$ cat src/hdl/compare_step_pkg.sv
`default_nettype none
package compare_step_pkg;

  // Register byte offsets on the APB port
  localparam logic [7:0] OFS_CTRL    = 8'h00;
  localparam logic [7:0] OFS_OPCODE  = 8'h04;
  localparam logic [7:0] OFS_ACC     = 8'h08;
  localparam logic [7:0] OFS_POINTER = 8'h0c;
  localparam logic [7:0] OFS_COUNTER = 8'h10;
  localparam logic [7:0] OFS_FLAGS   = 8'h14;
  localparam logic [7:0] OFS_STATUS  = 8'h18;
  localparam logic [7:0] OFS_DATA    = 8'h1c;

  // Two-byte opcode of the compare step, first byte in the high half
  localparam logic [15:0] COMPARE_STEP_OP = 16'heda1;

  // Field positions
  localparam int CTRL_START   = 0;
  localparam int STAT_BUSY    = 0;
  localparam int STAT_DONE    = 1;
  localparam int STAT_BAD_OP  = 2;

  // Reset values
  localparam logic [7:0]  RST_ACC     = 8'h00;
  localparam logic [15:0] RST_POINTER = 16'h0000;
  localparam logic [15:0] RST_COUNTER = 16'h0000;
  localparam logic [7:0]  RST_FLAGS   = 8'h00;
  localparam logic [15:0] RST_OPCODE  = 16'h0000;
  localparam logic [7:0]  RST_DATA    = 8'h00;

  // Flag byte, bit 7 down to bit 0
  typedef struct packed {
    logic sign;
    logic zero;
    logic spare5;
    logic half;
    logic spare3;
    logic count_nz;
    logic subtract;
    logic carry;
  } flags_t;

  // Read request towards data memory
  typedef struct packed {
    logic        req;
    logic [15:0] addr;
  } mem_rd_t;

  typedef enum logic [1:0] {
    ST_IDLE = 2'b00,
    ST_READ = 2'b01,
    ST_EXEC = 2'b10
  } step_state_t;

endpackage
`default_nettype wire

$ cat src/hdl/step_alu.sv
`default_nettype none
module step_alu
  import compare_step_pkg::*;
(
  input  wire logic [7:0]  acc,
  input  wire logic [7:0]  mem_byte,
  input  wire flags_t      flags_in,
  input  wire logic [15:0] pointer_in,
  input  wire logic [15:0] count_in,
  output flags_t           flags_out,
  output logic      [15:0] pointer_out,
  output logic      [15:0] count_out
);

  logic [8:0] diff;
  logic [4:0] low_diff;

  always_comb begin
    diff        = {1'b0, acc} - {1'b0, mem_byte};
    low_diff    = {1'b0, acc[3:0]} - {1'b0, mem_byte[3:0]};
    pointer_out = 16'(pointer_in + 16'h0001);
    count_out   = 16'(count_in - 16'h0001);
    flags_out   = flags_in;
    flags_out.sign     = diff[7];
    flags_out.zero     = (diff[7:0] == 8'h00);
    flags_out.half     = low_diff[4];
    flags_out.count_nz = (count_out != 16'h0000);
    flags_out.subtract = 1'b1;
    flags_out.carry    = flags_in.carry;
  end

endmodule
`default_nettype wire

$ cat src/hdl/compare_and_step_unit.sv
// Register access over APB and the address map were left to the implementer.
`default_nettype none
module compare_and_step_unit
  import compare_step_pkg::*;
#(
  parameter int ADDR_W = 8
) (
  input  wire logic              pclk,
  input  wire logic              presetn,
  input  wire logic              psel,
  input  wire logic              penable,
  input  wire logic              pwrite,
  input  wire logic [ADDR_W-1:0] paddr,
  input  wire logic [31:0]       pwdata,
  output logic      [31:0]       prdata,
  output logic                   pready,
  output logic                   pslverr,
  output mem_rd_t                mem_rd,
  input  wire logic [7:0]        mem_rdata,
  input  wire logic              mem_ack,
  output logic                   busy
);

  step_state_t state_q;
  logic [7:0]  acc_q;
  logic [15:0] pointer_q;
  logic [15:0] counter_q;
  flags_t      flags_q;
  logic [15:0] opcode_q;
  logic [7:0]  data_q;
  logic        done_q;
  logic        bad_op_q;
  logic [31:0] prdata_q;
  logic        pready_q;
  logic        pslverr_q;
  mem_rd_t     mem_rd_q;
  logic        busy_q;

  flags_t      flags_d;
  logic [15:0] pointer_d;
  logic [15:0] counter_d;

  logic setup;
  logic wr_en;
  logic start;
  logic op_ok;

  function automatic logic mapped(input logic [ADDR_W-1:0] a);
    logic [7:0] o;
    o = 8'(a);
    mapped = (o == OFS_CTRL) || (o == OFS_OPCODE) || (o == OFS_ACC)
          || (o == OFS_POINTER) || (o == OFS_COUNTER) || (o == OFS_FLAGS)
          || (o == OFS_STATUS) || (o == OFS_DATA);
  endfunction

  function automatic logic is_reg(input logic [ADDR_W-1:0] a,
                                  input logic [7:0] ofs);
    is_reg = (8'(a) == ofs);
  endfunction

  assign setup = psel && !penable;
  // Write lands at the access edge; operand writes refused while busy
  assign wr_en = psel && penable && pready_q && pwrite && !pslverr_q;
  assign start = wr_en && is_reg(paddr, OFS_CTRL) && pwdata[CTRL_START]
              && (state_q == ST_IDLE);
  assign op_ok = (opcode_q == COMPARE_STEP_OP);

  step_alu u_alu (
    .acc         (acc_q),
    .mem_byte    (data_q),
    .flags_in    (flags_q),
    .pointer_in  (pointer_q),
    .count_in    (counter_q),
    .flags_out   (flags_d),
    .pointer_out (pointer_d),
    .count_out   (counter_d)
  );

  // APB answer: registered in setup, ready in the first access cycle
  always_ff @(posedge pclk or negedge presetn) begin
    if (!presetn) begin
      pready_q  <= 1'b0;
      pslverr_q <= 1'b0;
      prdata_q  <= 32'h0000_0000;
    end else if (setup) begin
      pready_q  <= 1'b1;
      pslverr_q <= !mapped(paddr) || (pwrite && (state_q != ST_IDLE)
                   && !is_reg(paddr, OFS_CTRL) && !is_reg(paddr, OFS_STATUS));
      if (pwrite) begin
        prdata_q <= 32'h0000_0000;
      end else if (is_reg(paddr, OFS_OPCODE)) begin
        prdata_q <= {16'h0000, opcode_q};
      end else if (is_reg(paddr, OFS_ACC)) begin
        prdata_q <= {24'h000000, acc_q};
      end else if (is_reg(paddr, OFS_POINTER)) begin
        prdata_q <= {16'h0000, pointer_q};
      end else if (is_reg(paddr, OFS_COUNTER)) begin
        prdata_q <= {16'h0000, counter_q};
      end else if (is_reg(paddr, OFS_FLAGS)) begin
        prdata_q <= {24'h000000, flags_q};
      end else if (is_reg(paddr, OFS_STATUS)) begin
        prdata_q <= {29'h0000_0000, bad_op_q, done_q, busy_q};
      end else if (is_reg(paddr, OFS_DATA)) begin
        prdata_q <= {24'h000000, data_q};
      end else begin
        prdata_q <= 32'h0000_0000;
      end
    end else begin
      pready_q  <= 1'b0;
      pslverr_q <= 1'b0;
    end
  end

  // Sequencer: read the byte, then execute in one cycle
  always_ff @(posedge pclk or negedge presetn) begin
    if (!presetn) begin
      state_q <= ST_IDLE;
    end else begin
      case (state_q)
        ST_IDLE: begin
          if (start && op_ok) begin
            state_q <= ST_READ;
          end
        end
        ST_READ: begin
          if (mem_ack) begin
            state_q <= ST_EXEC;
          end
        end
        ST_EXEC: begin
          state_q <= ST_IDLE;
        end
        default: begin
          state_q <= ST_IDLE;
        end
      endcase
    end
  end

  // read request at the string pointer
  always_ff @(posedge pclk or negedge presetn) begin
    if (!presetn) begin
      mem_rd_q <= '0;
    end else if (state_q == ST_IDLE && start && op_ok) begin
      mem_rd_q.req  <= 1'b1;
      mem_rd_q.addr <= pointer_q;
    end else if (state_q == ST_READ && mem_ack) begin
      mem_rd_q.req  <= 1'b0;
    end
  end

  // Byte held aside; memory side has no write path at all
  always_ff @(posedge pclk or negedge presetn) begin
    if (!presetn) begin
      data_q <= RST_DATA;
    end else if (state_q == ST_READ && mem_ack) begin
      data_q <= mem_rdata;
    end
  end

  always_ff @(posedge pclk or negedge presetn) begin
    if (!presetn) begin
      acc_q <= RST_ACC;
    end else if (wr_en && is_reg(paddr, OFS_ACC)) begin
      acc_q <= pwdata[7:0];
    end
  end

  always_ff @(posedge pclk or negedge presetn) begin
    if (!presetn) begin
      pointer_q <= RST_POINTER;
    end else if (state_q == ST_EXEC) begin
      pointer_q <= pointer_d;
    end else if (wr_en && is_reg(paddr, OFS_POINTER)) begin
      pointer_q <= pwdata[15:0];
    end
  end

  // counter step; zero wraps to all ones
  always_ff @(posedge pclk or negedge presetn) begin
    if (!presetn) begin
      counter_q <= RST_COUNTER;
    end else if (state_q == ST_EXEC) begin
      counter_q <= counter_d;
    end else if (wr_en && is_reg(paddr, OFS_COUNTER)) begin
      counter_q <= pwdata[15:0];
    end
  end

  always_ff @(posedge pclk or negedge presetn) begin
    if (!presetn) begin
      flags_q <= RST_FLAGS;
    end else if (state_q == ST_EXEC) begin
      flags_q <= flags_d;
    end else if (wr_en && is_reg(paddr, OFS_FLAGS)) begin
      flags_q <= pwdata[7:0];
    end
  end

  always_ff @(posedge pclk or negedge presetn) begin
    if (!presetn) begin
      opcode_q <= RST_OPCODE;
    end else if (wr_en && is_reg(paddr, OFS_OPCODE)) begin
      opcode_q <= pwdata[15:0];
    end
  end

  // Done and bad opcode reported; a new start clears done and sets bad opcode only for a foreign opcode
  always_ff @(posedge pclk or negedge presetn) begin
    if (!presetn) begin
      done_q   <= 1'b0;
      bad_op_q <= 1'b0;
      busy_q   <= 1'b0;
    end else begin
      busy_q <= (state_q == ST_IDLE) ? (start && op_ok)
                                     : (state_q != ST_EXEC);
      if (state_q == ST_EXEC) begin
        done_q <= 1'b1;
      end else if (start) begin
        done_q <= 1'b0;
      end
      // foreign opcode is flagged, not run
      if (start) begin
        bad_op_q <= !op_ok;
      end
    end
  end

  assign prdata  = prdata_q;
  assign pready  = pready_q;
  assign pslverr = pslverr_q;
  assign mem_rd  = mem_rd_q;
  assign busy    = busy_q;

  // Helpers for the checks below
  logic [7:0] diff_w;
  logic       half_w;
  assign diff_w = 8'(acc_q - data_q);
  assign half_w = (acc_q[3:0] < data_q[3:0]);
endmodule
`default_nettype wire

$ cat config.mk
export PLATFORM = sky130hd
export DESIGN_NAME = compare_and_step_unit
export DESIGN_NICKNAME = d
export VERILOG_FILES = /design/src/hdl/compare_step_pkg.sv /design/src/hdl/step_alu.sv /design/src/hdl/compare_and_step_unit.sv
export SDC_FILE = /design/constraint.sdc
export NUM_CORES = 1
export LEC_CHECK = 0
export ABC_AREA = 1
export BUFFER_PORTS_ARGS = -buffer_cell sky130_fd_sc_hd__buf_2
export CELL_PAD_IN_SITES_DETAIL_PLACEMENT = 1
export CELL_PAD_IN_SITES_GLOBAL_PLACEMENT = 1
export CORE_UTILIZATION = 38
export DETAILED_ROUTE_END_ITERATION = 10
export GPL_TIMING_DRIVEN = 1
export PLACE_DENSITY = 0.79
export SETUP_SLACK_MARGIN = 0.3
export SYNTH_ARGS = -nofsm -noshare
export SYNTH_HDL_FRONTEND = slang
export SYNTH_SLANG_ARGS = --single-unit
export TNS_END_PERCENT = 10
$ cat constraint.sdc
create_clock -name pclk -period 1.5 [get_ports pclk]
set_input_delay 0.15 -clock pclk [delete_from_list [all_inputs] [get_ports pclk]]
set_output_delay 0.15 -clock pclk [all_outputs]
set_load 0.005 [all_outputs]
* Word-level counts from Yosys, hierarchy flattened
Index checks and enable logic that the tools add are counted.
** Cells by class
- Eq/ne operators :: 13
- Mux-type cells :: 24
- $add $sub $neg :: 4
- Reductions and logical operators :: 46
- Bitwise operators :: 1
** Operators by type and width (count)
- $mux W16 :: 9
- $mux W8 :: 5
- $eq A8 B5 Y1 const B :: 4
- $logic_and A1 B1 Y1 :: 20
- $add A16 B1 Y16 const B :: 1
- $eq A16 B16 Y1 const B :: 1
- $eq A8 B4 Y1 const B :: 2
- $logic_not A8 Y1 :: 2
- $reduce_bool A16 Y1 :: 1
- $sub A16 B1 Y16 const B :: 1
- $reduce_bool A2 Y1 :: 6
- $eq A8 B3 Y1 const B :: 1
- $logic_or A1 B1 Y1 :: 8
- $sub A8 B8 Y8 :: 1
- $mux W1 :: 7
- $logic_not A1 Y1 :: 6
- $sub A4 B4 Y5 :: 1
- $mux W2 :: 2
- $ne A2 B2 Y1 const B :: 2
- $pmux W2 S2 :: 1
- $reduce_and A2 Y1 :: 2
- $eq A2 B1 Y1 const B :: 1
- $eq A2 B2 Y1 const B :: 1
- $logic_not A2 Y1 :: 1
- 2 further kinds :: 2
** Storage, ports and cells
- Input bits :: 54
- Register bits :: 128
- Logic and storage cells :: 110

* Logic depth before layout (Yosys ltp)
Gate-level depths: netlist of run 1.
- Depth in word-level cells :: 11
- Gate-level depth with buffers :: 13
- Gate-level depth less buffers :: 13

* Hierarchy
A second synthesis of run 1 with hierarchy kept.
** Unflattened totals
- Cells, all modules :: 887
- Area, all modules :: 6745.2 um^2
** By module, submodules not included
- compare_and_step_unit :: times used 1, cells each 675, area each 5579.1 um^2, sequential area each 2802.7 um^2
- step_alu :: times used 1, cells each 212, area each 1166.1 um^2, sequential area each 0.0 um^2

* Worst setup path after synthesis of run 1
Ideal clock, no wire load.
- Path kind :: register to register
- From :: register counter_q[0]
- To :: register flags_q[2] in the netlist's numbering
- Arrival time :: 1452 ps
- Clock period less this slack :: 1569 ps
- Slack :: -69 ps
- Cell stages (with the launch flop) :: 14
- Buffers on the path :: 0
- Data required time :: 1383 ps
- Library setup time :: 117 ps
- Cell sequence :: dfrtp_1 > inv_1 > ha_1 > nand2_1 > nor2_1 > nand2_1 > nand2_1 > nand2_1 > inv_1 > nand2_1 > nor2_1 > nand3_1 > nand2_1 > nand2_1
** On the way
- Cells in the longest elaborated chain, start to end :: 3
** RTL lines
- start: declaration :: RTL line compare_and_step_unit.sv:27 : logic [15:0] counter_q;
- start signal: assignment :: RTL line compare_and_step_unit.sv:184 : counter_q <= counter_d;
- start signal: assignment :: RTL line compare_and_step_unit.sv:186 : counter_q <= pwdata[15:0];
- $sub A16 B1 Y16 :: RTL line step_alu.sv:22 : count_out = 16'(count_in - 16'h0001);
- $reduce_bool A16 Y1 :: RTL line step_alu.sv:27 : flags_out.count_nz = (count_out != 16'h0000);
- $mux W8 :: RTL line compare_and_step_unit.sv:193 : end else if (state_q == ST_EXEC) begin
- end signal: assignment :: RTL line compare_and_step_unit.sv:194 : flags_q <= flags_d;
- end signal: assignment :: RTL line compare_and_step_unit.sv:196 : flags_q <= pwdata[7:0];
- end: declaration :: RTL line compare_and_step_unit.sv:28 : flags_t flags_q;
Every way passes these cells.
A chain may end at the register's enable or synchronous reset.

* Worst setup path after layout of run 1
- From :: register opcode_q[4]
- To :: register mem_rd_q, in the netlist mem_rd[5]
** On the way
- Cells in the longest elaborated chain, start to end :: 2
** RTL lines
- start: declaration :: RTL line compare_and_step_unit.sv:29 : logic [15:0] opcode_q;
- start signal: assignment :: RTL line compare_and_step_unit.sv:204 : opcode_q <= pwdata[15:0];
- $eq A16 B16 Y1 :: RTL line compare_and_step_unit.sv:66 : assign op_ok = (opcode_q == COMPARE_STEP_OP);
- $logic_and A1 B1 Y1 :: RTL line compare_and_step_unit.sv:144 : end else if (state_q == ST_IDLE && start && op_ok) begin
- end: declaration :: RTL line compare_and_step_unit.sv:36 : mem_rd_t mem_rd_q;
Every way passes these cells.

==> results of run 1 <==
[layer usage]
metal	vias up	GRT usage	part of all wire
li1	3171	-	-
met1	3730	0.3770	0.39
met2	438	0.5053	0.49
met3	176	0.04998	0.066
met4	0	0.1596	0.059
met5	-	0	0
[kinds of logic (layout without fill, tap and decap cells)]
kind of cell | Yosys count | after routing | synth area share
other cells | 1 | 16 | 0.0005842
mux | 4 | 4 | 0.007017
simple gates | 405 | 405 | 0.2786
fa+ha+maj | 10 | 10 | 0.01949
compound gates | 155 | 155 | 0.1462
xor+xnor | 10 | 10 | 0.01365
buf+inv | 143 | 364 | 0.09786
flops | 112 | 112 | 0.4366
[area by class of cell]
cell class	count	area, sq um
clock inverters	7	78.83
well taps	220	275.3
repair buffers	240	1822
multi-input cells	600	3655
inverters	108	425.4
fillers	1981	7236
clock buffers	9	225.2
flip-flops and latches	112	2808
[what timing repair did]
item | in CTS | in global routing
setup buffers | 8 | 10
cloned | 1 | 3
hold endpoints to repair | 24 | 0
setup endpoints to repair | 103 | 109
hold buffers | 5 | 0
pin swaps | 41 | 42
resized for setup | 127 | 86
[final timing paths]
check / from / end / slack [ps] / cells after the start
setup reg to reg: opcode_q[4] / mem_rd[5] / -410 / 7
setup / recovery: opcode_q[4] / mem_rd[5] / -410 / 7
hold reg to reg: mem_rd[12] / mem_rd[12] / 490 / 2
min in group asynchronous: presetn / mem_rd[13] / 230 / 2
max in group asynchronous: presetn / counter_q[4] / 640 / 3
hold / removal: mem_rdata[1] / data_q[1] / -20 / 3
[placed cells by master (no fill, tap or decap), types with 6 or more instances in the layout]
cell,Yosys,final
inv_2,6,23
conb_1,1,16
clkbuf_16,0,12
inv_4,0,6
nor2_1,75,50
nor2_2,2,18
buf_4,16,142
dfrtp_1,112,108
o21ai_0,63,38
nand2_4,1,6
a21oi_1,25,18
nand3_4,3,6
buf_6,3,12
nand2_1,243,198
o21ai_2,12,25
nand3_1,42,36
o221ai_2,0,8
nand4_1,12,12
xor2_1,8,8
buf_2,7,71
inv_1,102,78
buf_12,0,7
nor2_4,9,18
nand2_2,2,41
a21oi_2,1,8
o21ai_1,11,23
[metrics by stage]
step	utilization	setup TNS, ps	cell area, sq um	worst slack (ps)
2_1_floorplan	-	-80.68	6494	-38.15
3_3_place_gp	0.4860	-3248	8030	-154.6
3_5_place_dp	0.4860	-6008	8030	-318.9
4_1_cts	0.5340	-2491	8823	-136.4
5_1_grt	0.5621	-13970	9289	-444.7
6_report	0.5621	-11890	9289	-413.2
[critical path: cells and delay by family, from the launching register on]
kind,cells,cell delay [ps]
buffers and inverters,2,450
flip-flops,1,460
AO/OA/AOI/OAI,1,150
AND/OR/NAND/NOR,4,770
[where the power goes]
group	switching, mW	internal, mW	leakage [nW]
combinational	0.282	0.130	3.16
clock	1.34	1.32	0.150
sequential	0.0138	3.03	1.37
total	1.64	4.48	4.68
[flip-flops by register name, indices dropped and copies added, names as in the netlist]
signal / cells
bad_op_q: 1
pready: 1
pslverr: 1
pointer_q: 16
done_q: 1
busy: 1
acc_q: 8
flags_q: 8
data_q: 8
prdata: 16
opcode_q: 16
state_q: 2
counter_q: 16
mem_rd: 17
==> impl_metrics.json, run 1 <==
{
  "maxCapViolations": 0,
  "grt_usage": 0.3029,
  "ys_ff_latch": 112,
  "viasPerCell": 5.799,
  "port_buffers": 73,
  "grt_overflow": 0,
  "crit_path_end_kind": "flip-flop",
  "antenna_found_initial": 0,
  "ys.flop_type": "dfrtp_1",
  "hold_class": "in2reg",
  "nets": 1135,
  "netlist_area_sq_um": 6419,
  "violations": "negative hold slack, negative setup slack",
  "vias": 7515,
  "wl_per_cell_microns": 24.07,
  "cp_max_fo": 18,
  "critPathKind": "reg2reg",
  "synth-edff-count": 0,
  "wirelength_microns": 31200,
  "worstPathArrival_ps": 2220,
  "rows": 47,
  "status": "complete, but fails checks",
  "start_util": 0.3884,
  "power_density_nw_per_um2": 658.3,
  "startpoint_type": "flip-flop",
  "holdWs_ps": -18.94,
  "drt-initial-drc-count": 765,
  "path_cells": "nor2_2 > nand3_2 > nor4_4 > buf_4 > nand2_8 > clkbuf_16 > o21ai_2",
  "layout-drive-gt1-share": 0.4145,
  "die_w_microns": 132.0,
  "synth_commonest_cells": "243 x nand2_1, 112 x dfrtp_1, 102 x inv_1",
  "crit_path_max_incr_delay_ps": 460,
  "synth-async-reset-ratio": 1.000,
  "cts.sinks": 112,
  "vdd_drop_max_mv": 0.5622,
  "clk_latency_ps": 390,
  "grt_max_degree": 50,
  "cp.required_ps": 1800,
  "fin_total_pwr_mw": 6.115,
  "hold_viol": 1,
  "finalClockSkew_ps": 20.20,
  "synthMostInstantiatedCell": "nand2_1",
  "coreArea_sq_um": 16520,
  "synthCells": 840,
  "dp.cells": 1253,
  "die_h_microns": 132.0,
  "grt_pass1_vias": 7498,
  "tritoncts": "yes",
  "power_leakage_nw": 4.683,
  "dr.pass1.iters": 5,
  "setup_viol": 66,
  "pin_count": 106,
  "insertedDiodeCount": 0,
  "worst_slew_pin_slew_ps": 704.4,
  "yosysSeqAreaShare": 0.4366,
  "postRouteAntennaNets": 0,
  "drv_slew": 0,
  "root_buffer": "clkbuf_16",
  "grt_first_pass_wirelength_microns": 40740,
  "syn_avg_cell_area_sq_um": 7.641,
  "fmax_mhz": 522.7,
  "max-clock-path-buffers": 2,
  "setup_ws_ps": -413.2,
  "dieArea_sq_um": 17410,
  "cts_inserted_buffers": 9,
  "synthTopCellsByArea": "dfrtp_1 44%, nand2_1 14%, inv_1 6.0%, o21ai_0 4.9%, nor2_1 4.4%",
  "slowest_stage": "dfrtp_1",
  "gp_congestion": 0.9207,
  "maxSlewHeadroom": 0.5255,
  "htreeDepth": 3,
  "final_cells": 1296,
  "synth.distinct_cells": 44,
  "post-route-min-period_ps": 1913,
  "yosys.area.top_type": "dfrtp_1",
  "rsz0062_at_grt": "yes",
  "syn2layout_area_growth_pct": 44.72,
  "clkTransAtPathRegs_ps": 90,
  "drc": 0,
  "finalCritPeriodShare": 1.275,
  "dpl.hpwl_microns": 17470,
  "ys.warnings.count": 0,
  "synthDominantCellAreaShare": 0.4366
}
No activity file was read; power rests on OpenSTA's default activity.
==> run 2, diff against run 1 <==
--- a/config.mk
+++ b/config.mk
@@ -5,11 +5,10 @@
 export SDC_FILE = /design/constraint.sdc
 export NUM_CORES = 1
 export LEC_CHECK = 0
-export ABC_AREA = 1
 export BUFFER_PORTS_ARGS = -buffer_cell sky130_fd_sc_hd__buf_2
 export CELL_PAD_IN_SITES_DETAIL_PLACEMENT = 1
 export CELL_PAD_IN_SITES_GLOBAL_PLACEMENT = 1
-export CORE_UTILIZATION = 38
+export CORE_UTILIZATION = 40
 export DETAILED_ROUTE_END_ITERATION = 10
 export GPL_TIMING_DRIVEN = 1
 export PLACE_DENSITY = 0.79
==> run 2 against run 1 <==
The flow still finishes with violations (negative hold slack, negative setup slack). Largest power group unchanged. Die area down 4.9%. Maximum frequency shrank 6.0%. Register-to-register slack got worse by 120 ps. Clock power fell by 6%. Largest cell class unchanged. First-iteration DRC count shrank 25%. Critical path depth stayed put. Final cell count down 13%.
==> impl_metrics.json, run 2 <==
{
  "dpl.hpwl_microns": 18990,
  "final_cells": 1128,
  "cts_inserted_buffers": 9,
  "startpoint_type": "flip-flop",
  "r2r_cells": 7,
  "port_buffers": 73,
  "die_w_microns": 128.7,
  "root_buffer": "clkbuf_16",
  "dp_slack_ps": -580.5,
  "slowest_stage": "dfrtp_1",
  "ys.warnings.count": 0,
  "vias": 6999,
  "finalClockSkew_ps": 8.052,
  "crit_path_max_incr_delay_ps": 380,
  "layout-drive-gt1-share": 0.4831,
  "coreArea_sq_um": 15430,
  "clkTransAtPathRegs_ps": 80,
  "ys_ff_latch": 112,
  "power_leakage_nw": 4.530,
  "grt_first_pass_wirelength_microns": 42750,
  "insertedDiodeCount": 0,
  "cp.required_ps": 1750,
  "holdWs_ps": -17.61,
  "critical_path.top_delay_family": "simple AND/OR/NAND/NOR gates",
  "synth-edff-count": 0,
  "synthCells": 664,
  "fmax_mhz": 491.1,
  "post-route-min-period_ps": 2036,
  "setup_viol": 90,
  "regToRegStartpoint": "pready",
  "hold_depth": 3,
  "max-clock-path-buffers": 2,
  "drt-initial-drc-count": 576,
  "htreeDepth": 3,
  "critPathKind": "reg2reg",
  "hold_end": "data_q[6]",
  "nets": 976,
  "maxCapViolations": 0,
  "netlist_area_sq_um": 6419,
  "antenna_found_initial": 0,
  "path_cells": "nand4_1 > or2_4 > nor4_4 > and4_4 > buf_6 > buf_16 > mux2_4",
  "wirelength_microns": 28950,
  "yosysSeqAreaShare": 0.4366,
  "dieArea_sq_um": 16560,
  "grt_pass1_vias": 7464,
  "viasPerCell": 6.205,
  "synthDominantCellAreaShare": 0.4366,
  "ys.flop_type": "dfrtp_1",
  "drv_slew": 0,
  "worstPathArrival_ps": 2290,
  "grt_overflow": 0,
  "r2r_end": "mem_rd[7]",
  "drc": 0,
  "wl_per_cell_microns": 25.67,
  "setup_ws_ps": -536.2,
  "status": "complete, but fails checks",
  "fillers": 1738,
  "dp.cells": 1087,
  "grt_usage": 0.3484,
  "fin_util": 0.6145,
  "placed_cell_area_sq_um": 8320,
  "tritoncts": "yes",
  "hold_class": "in2reg",
  "dr.pass1.iters": 5,
  "hp-start": "mem_rdata[6]",
  "grt_max_degree": 40,
  "cp_max_fo": 5,
  "cp.buffers_inverters": 2,
  "synth_commonest_cells": "112 x dfrtp_1, 56 x o21ai_0, 52 x nand2_1",
  "violations": "negative hold slack, negative setup slack",
  "hold_viol": 1,
  "vdd_drop_max_mv": 0.5086,
  "power_density_nw_per_um2": 643.9,
  "rows": 45,
  "synth.distinct_cells": 78,
  "r2r_setup_slack_ps": -540,
  "die_h_microns": 128.7,
  "syn2layout_area_growth_pct": 47.70,
  "synthMostInstantiatedCell": "dfrtp_1",
  "worst_slew_pin_slew_ps": 665.0,
  "syn_avg_cell_area_sq_um": 9.667,
  "crit_path_end_kind": "flip-flop",
  "final_common_cell": "buf_4",
  "fin_area_sq_um": 9480,
  "yosys.area.top_type": "dfrtp_1",
  "final_cell_mix": "170 x buf_4, 110 x dfrtp_1, 70 x buf_2",
  "cts.sinks": 112,
  "gp_congestion": 0.9430,
  "clk_latency_ps": 370,
  "start_util": 0.4161,
  "pin_count": 106,
  "synth-async-reset-ratio": 1.000,
  "rsz0062_at_grt": "yes",
  "synthTopCellsByArea": "dfrtp_1 44%, mux2_2 4.6%, o21ai_0 4.4%, nand2_1 3.0%, mux2_1 2.8%",
  "finalCritPeriodShare": 1.357,
  "postRouteAntennaNets": 0,
  "maxSlewHeadroom": 0.5533,
  "largest_reg_flops": 17
}
run 2: cell types whose count changed in the layout (fill, tap and decap cells not counted), moves of 16 or more:
cell     delta
nand2_1   -155
inv_1      -63
nand2_2    -33
buf_4      +28
mux2_4     +23
nand3_1    -20
inv_2      -19
o21ai_2    -18
nor2_2     -16
nor2_4     -16
run 2: kinds of logic (layout without fill, tap and decap cells):
| logic type | after synthesis | count (layout) | share of synthesized area |
|---|---|---|---|
| AO/OA/AOI/OAI | 200 | 200 | 0.2096 |
| AND/OR/NAND/NOR | 203 | 203 | 0.1700 |
| multiplexers | 54 | 54 | 0.09630 |
| adder cells (fa/ha/maj) | 10 | 10 | 0.01949 |
| other | 1 | 16 | 0.0005842 |
| buffers and inverters | 80 | 318 | 0.06199 |
| flip-flops | 112 | 112 | 0.4366 |
| XOR/XNOR | 4 | 4 | 0.005459 |
run 2: worst max-delay path by stage:
stage / slack [ps] / cells after the start / from / to
global placement: -590 / 7 / counter_q[1] / flags_q[2]
global route: -560 / 7 / pready / mem_rd[7]
finish: -540 / 7 / pready / mem_rd[7]
CTS: -480 / 7 / counter_q[1] / flags_q[2]
detailed placement: -580 / 7 / counter_q[1] / flags_q[2]
floorplan: -380 / 7 / data_q[1] / flags_q[6]
run 2: worst min-delay path, stage by stage:
cell and delay (ps):
buf_2 80, nand2_2 40, o21ai_2 50
run 2: cell type report:
| type | count | area (sq um) | area share |
|---|---|---|---|
| flip-flops and latches | 112 | 2805 | 0.2959 |
| multi-input cells | 487 | 3827 | 0.4037 |
| clock buffers | 9 | 225.2 | 0.02376 |
| inverters | 19 | 71.32 | 0.007523 |
| clock inverters | 7 | 75.07 | 0.007919 |
| repair buffers | 283 | 2212 | 0.2333 |
| well taps | 211 | 264.0 | 0.02785 |
run 2: power by group:
| part | internal [mW] | leakage (nW) | switching [mW] |
|---|---|---|---|
| combinational | 0.196 | 2.91 | 0.365 |
| sequential | 3.03 | 1.47 | 0.0125 |
| clock | 1.18 | 0.148 | 1.32 |
| total | 4.41 | 4.53 | 1.70 |
run 2: repair_timing:
action,4_1_cts,5_1_grt
setup endpoints to repair,109,112
buffers inserted,12,4
pin swaps,42,22
gates cloned,2,0
hold buffers,7,0
gates resized for setup,126,52
hold endpoints to repair,27,0
run 2: through the flow:
stage                     setup TNS, ps  total power, mW
after detailed placement         -37650            3.569
final                            -22120            6.105
after floorplan                  -18590            3.283
after global routing             -27270            6.249
after global placement           -32150            3.551
after CTS                        -16520            6.058
run 2: metal layers:
metal  GRT usage  vias up  wire length (microns)  share of wire
met5           0        -                      0              0
met4      0.2394        0                   1916          0.066
met3     0.05613      127                   1779          0.061
met2      0.6022      355                  14340           0.50
met1      0.3965     3571                  10910           0.38
li1            -     2946                      -              -
==> run 3, diff against run 2 <==
--- a/config.mk
+++ b/config.mk
@@ -11,7 +11,7 @@
 export CORE_UTILIZATION = 40
 export DETAILED_ROUTE_END_ITERATION = 10
 export GPL_TIMING_DRIVEN = 1
-export PLACE_DENSITY = 0.79
+export PLACE_DENSITY = 0.76
 export SETUP_SLACK_MARGIN = 0.3
 export SYNTH_ARGS = -nofsm -noshare
 export SYNTH_HDL_FRONTEND = slang
==> constraint.sdc (replaced) <==
create_clock -name pclk -period 1.9 [get_ports pclk]
set_input_delay 0.19 -clock pclk [delete_from_list [all_inputs] [get_ports pclk]]
set_output_delay 0.19 -clock pclk [all_outputs]
set_load 0.005 [all_outputs]
==> run 3 against run 2 <==
The flow finishes with violations (negative setup slack). Sequential power is 21% lower. Power is 19% lower. Critical path depth is 1 lower. Final cell count is 7.3% lower. Clock-buffer cell count is 2 higher. Worst setup slack better by 470 ps. Hold slack better by 33 ps. Global-route usage is 4.5 points lower.
==> impl_metrics.json, run 3 (synthesis results as in run 2) <==
{
  "wl_per_cell_microns": 24.91,
  "grt_usage": 0.3039,
  "startpoint_type": "flip-flop",
  "die_w_microns": 128.7,
  "finalClockSkew_ps": 8.272,
  "coreArea_sq_um": 15430,
  "fin_total_pwr_mw": 4.953,
  "start_util": 0.4161,
  "power_leakage_nw": 4.243,
  "grt_pass1_vias": 6593,
  "holdWs_ps": 15.46,
  "setup_ws_ps": -64.18,
  "gp_congestion": 0.9407,
  "pin_count": 106,
  "root_buffer": "clkbuf_16",
  "p_comb_frac": 0.078,
  "fin_area_sq_um": 8941,
  "grt_first_pass_wirelength_microns": 37430,
  "htreeDepth": 3,
  "drc": 0,
  "setup_viol": 17,
  "nets": 895,
  "placed_cell_area_sq_um": 7787,
  "r2r_setup_slack_ps": -60,
  "tritoncts": "yes",
  "slowest_stage": "dfrtp_1",
  "worstPathArrival_ps": 2220,
  "fillers": 1713,
  "crit_path_max_incr_delay_ps": 440,
  "largest_reg_flops": 17,
  "grt_max_degree": 53,
  "power_density_nw_per_um2": 554.0,
  "antenna_found_initial": 0,
  "cp.required_ps": 2160,
  "worst_slew_pin_slew_ps": 592.7,
  "drt-initial-drc-count": 509,
  "path_cells": "nor2_1 > nand3_1 > nor4_1 > and4_4 > clkbuf_16 > mux2_4",
  "dieArea_sq_um": 16560,
  "max-clock-path-buffers": 2,
  "dpl.hpwl_microns": 17450,
  "rsz0062_at_grt": "yes",
  "critPathKind": "reg2reg",
  "final_cell_mix": "109 x dfrtp_1, 106 x buf_4, 72 x buf_2",
  "violations": "negative setup slack",
  "rows": 45,
  "grt_overflow": 0,
  "layout-drive-gt1-share": 0.4335,
  "insertedDiodeCount": 0,
  "p_seq_frac": 0.485,
  "cp.buffers_inverters": 1,
  "critical_path.top_delay_family": "simple AND/OR/NAND/NOR gates",
  "port_buffers": 73,
  "postRouteAntennaNets": 0,
  "switchingPower_mw": 1.242,
  "post-route-min-period_ps": 1964,
  "final_common_cell": "dfrtp_1",
  "wirelength_microns": 26050,
  "cts.sinks": 112,
  "pwr-share-clk": 0.438,
  "crit_path_end_kind": "flip-flop",
  "maxSlewHeadroom": 0.6018,
  "status": "complete, but fails checks",
  "vias": 6349,
  "viasPerCell": 6.070,
  "fmax_mhz": 509.1,
  "clk_latency_ps": 370,
  "drv_slew": 0,
  "syn2layout_area_growth_pct": 39.30,
  "vdd_drop_max_mv": 0.4638,
  "dr.pass1.iters": 5,
  "hold_class": "in2reg",
  "p_sw_frac": 0.2507,
  "maxCapViolations": 0,
  "cp_max_fo": 8,
  "hold_viol": 0,
  "cts_inserted_buffers": 9,
  "clkTransAtPathRegs_ps": 80,
  "finalCritPeriodShare": 1.034,
  "internal_power_mw": 3.711,
  "die_h_microns": 128.7
}
## run 3: changes by cell type in the layout (fill, tap and decap cells not counted), sizes merged, moves of 2 or more
| cell | change |
|---|---|
| clkbuf | +3 |
| dlygate4sd3 | -6 |
| inv | -2 |
| clkinv | -4 |
| bufinv | +2 |
| buf | -76 |
## run 3: timing repair
item                       CTS  global route
pin swaps                   45            59
setup endpoints to repair   68            85
resized for setup           90            91
hold buffers                 1             0
hold endpoints to repair    81             0
cloned                       0             1
setup buffers                5             7
## run 3: path summary, 6_finish.rpt
check | from | end | cells past startpoint
min reg2reg | mem_rd[16] | mem_rd[16] | 1
max reg2reg | opcode_q[4] | mem_rd[1] | 6
max in group asynchronous | presetn | acc_q[3] | 3
max | opcode_q[4] | mem_rd[1] | 6
min | mem_rdata[7] | data_q[7] | 3
min in group asynchronous | presetn | counter_q[14] | 2
## run 3: per-layer routing
| metal | wire (microns) | global-route usage | vias up |
|---|---|---|---|
| met5 | 0 | 0 | - |
| met4 | 1268 | 0.1564 | 0 |
| met3 | 1317 | 0.04491 | 82 |
| met2 | 13210 | 0.5227 | 260 |
| met1 | 10260 | 0.3704 | 3245 |
| li1 | - | - | 2762 |
## run 3: per-stage QoR
stage               worst slack (ps)  cells    util  TNS (ps)
finish                        -64.18   1046  0.5796    -851.7
global route                  -166.8   1046  0.5796     -2748
CTS                           -81.42   1038  0.5486    -546.9
detailed placement            -219.3   1017  0.5048     -4117
global placement              -116.6   1017  0.5048     -1960
floorplan                      24.22    679       -         0
## run 3: worst min-delay path, stage by stage
cell	delay (ps)
buf_2	80
nand2_1	40
nand2_1	50
## run 3: final cells by class
type	count	area, sq um	area share
multi-input combinational	487	3986	0.4458
sequential	112	2806	0.3139
timing repair buffer	202	1494	0.1671
tap	211	264.0	0.02953
clock buffer	11	242.7	0.02715
clock inverter	4	76.32	0.008536
inverter	19	71.32	0.007976
## run 3: power groups by stage
stage	clock network [mW]	registers [mW]	logic, mW
after floorplan	0	2.45	0.146
after global placement	0	2.45	0.331
after detailed placement	0	2.45	0.342
after CTS	2.15	2.40	0.357
after global routing	2.26	2.40	0.407
final	2.17	2.40	0.384
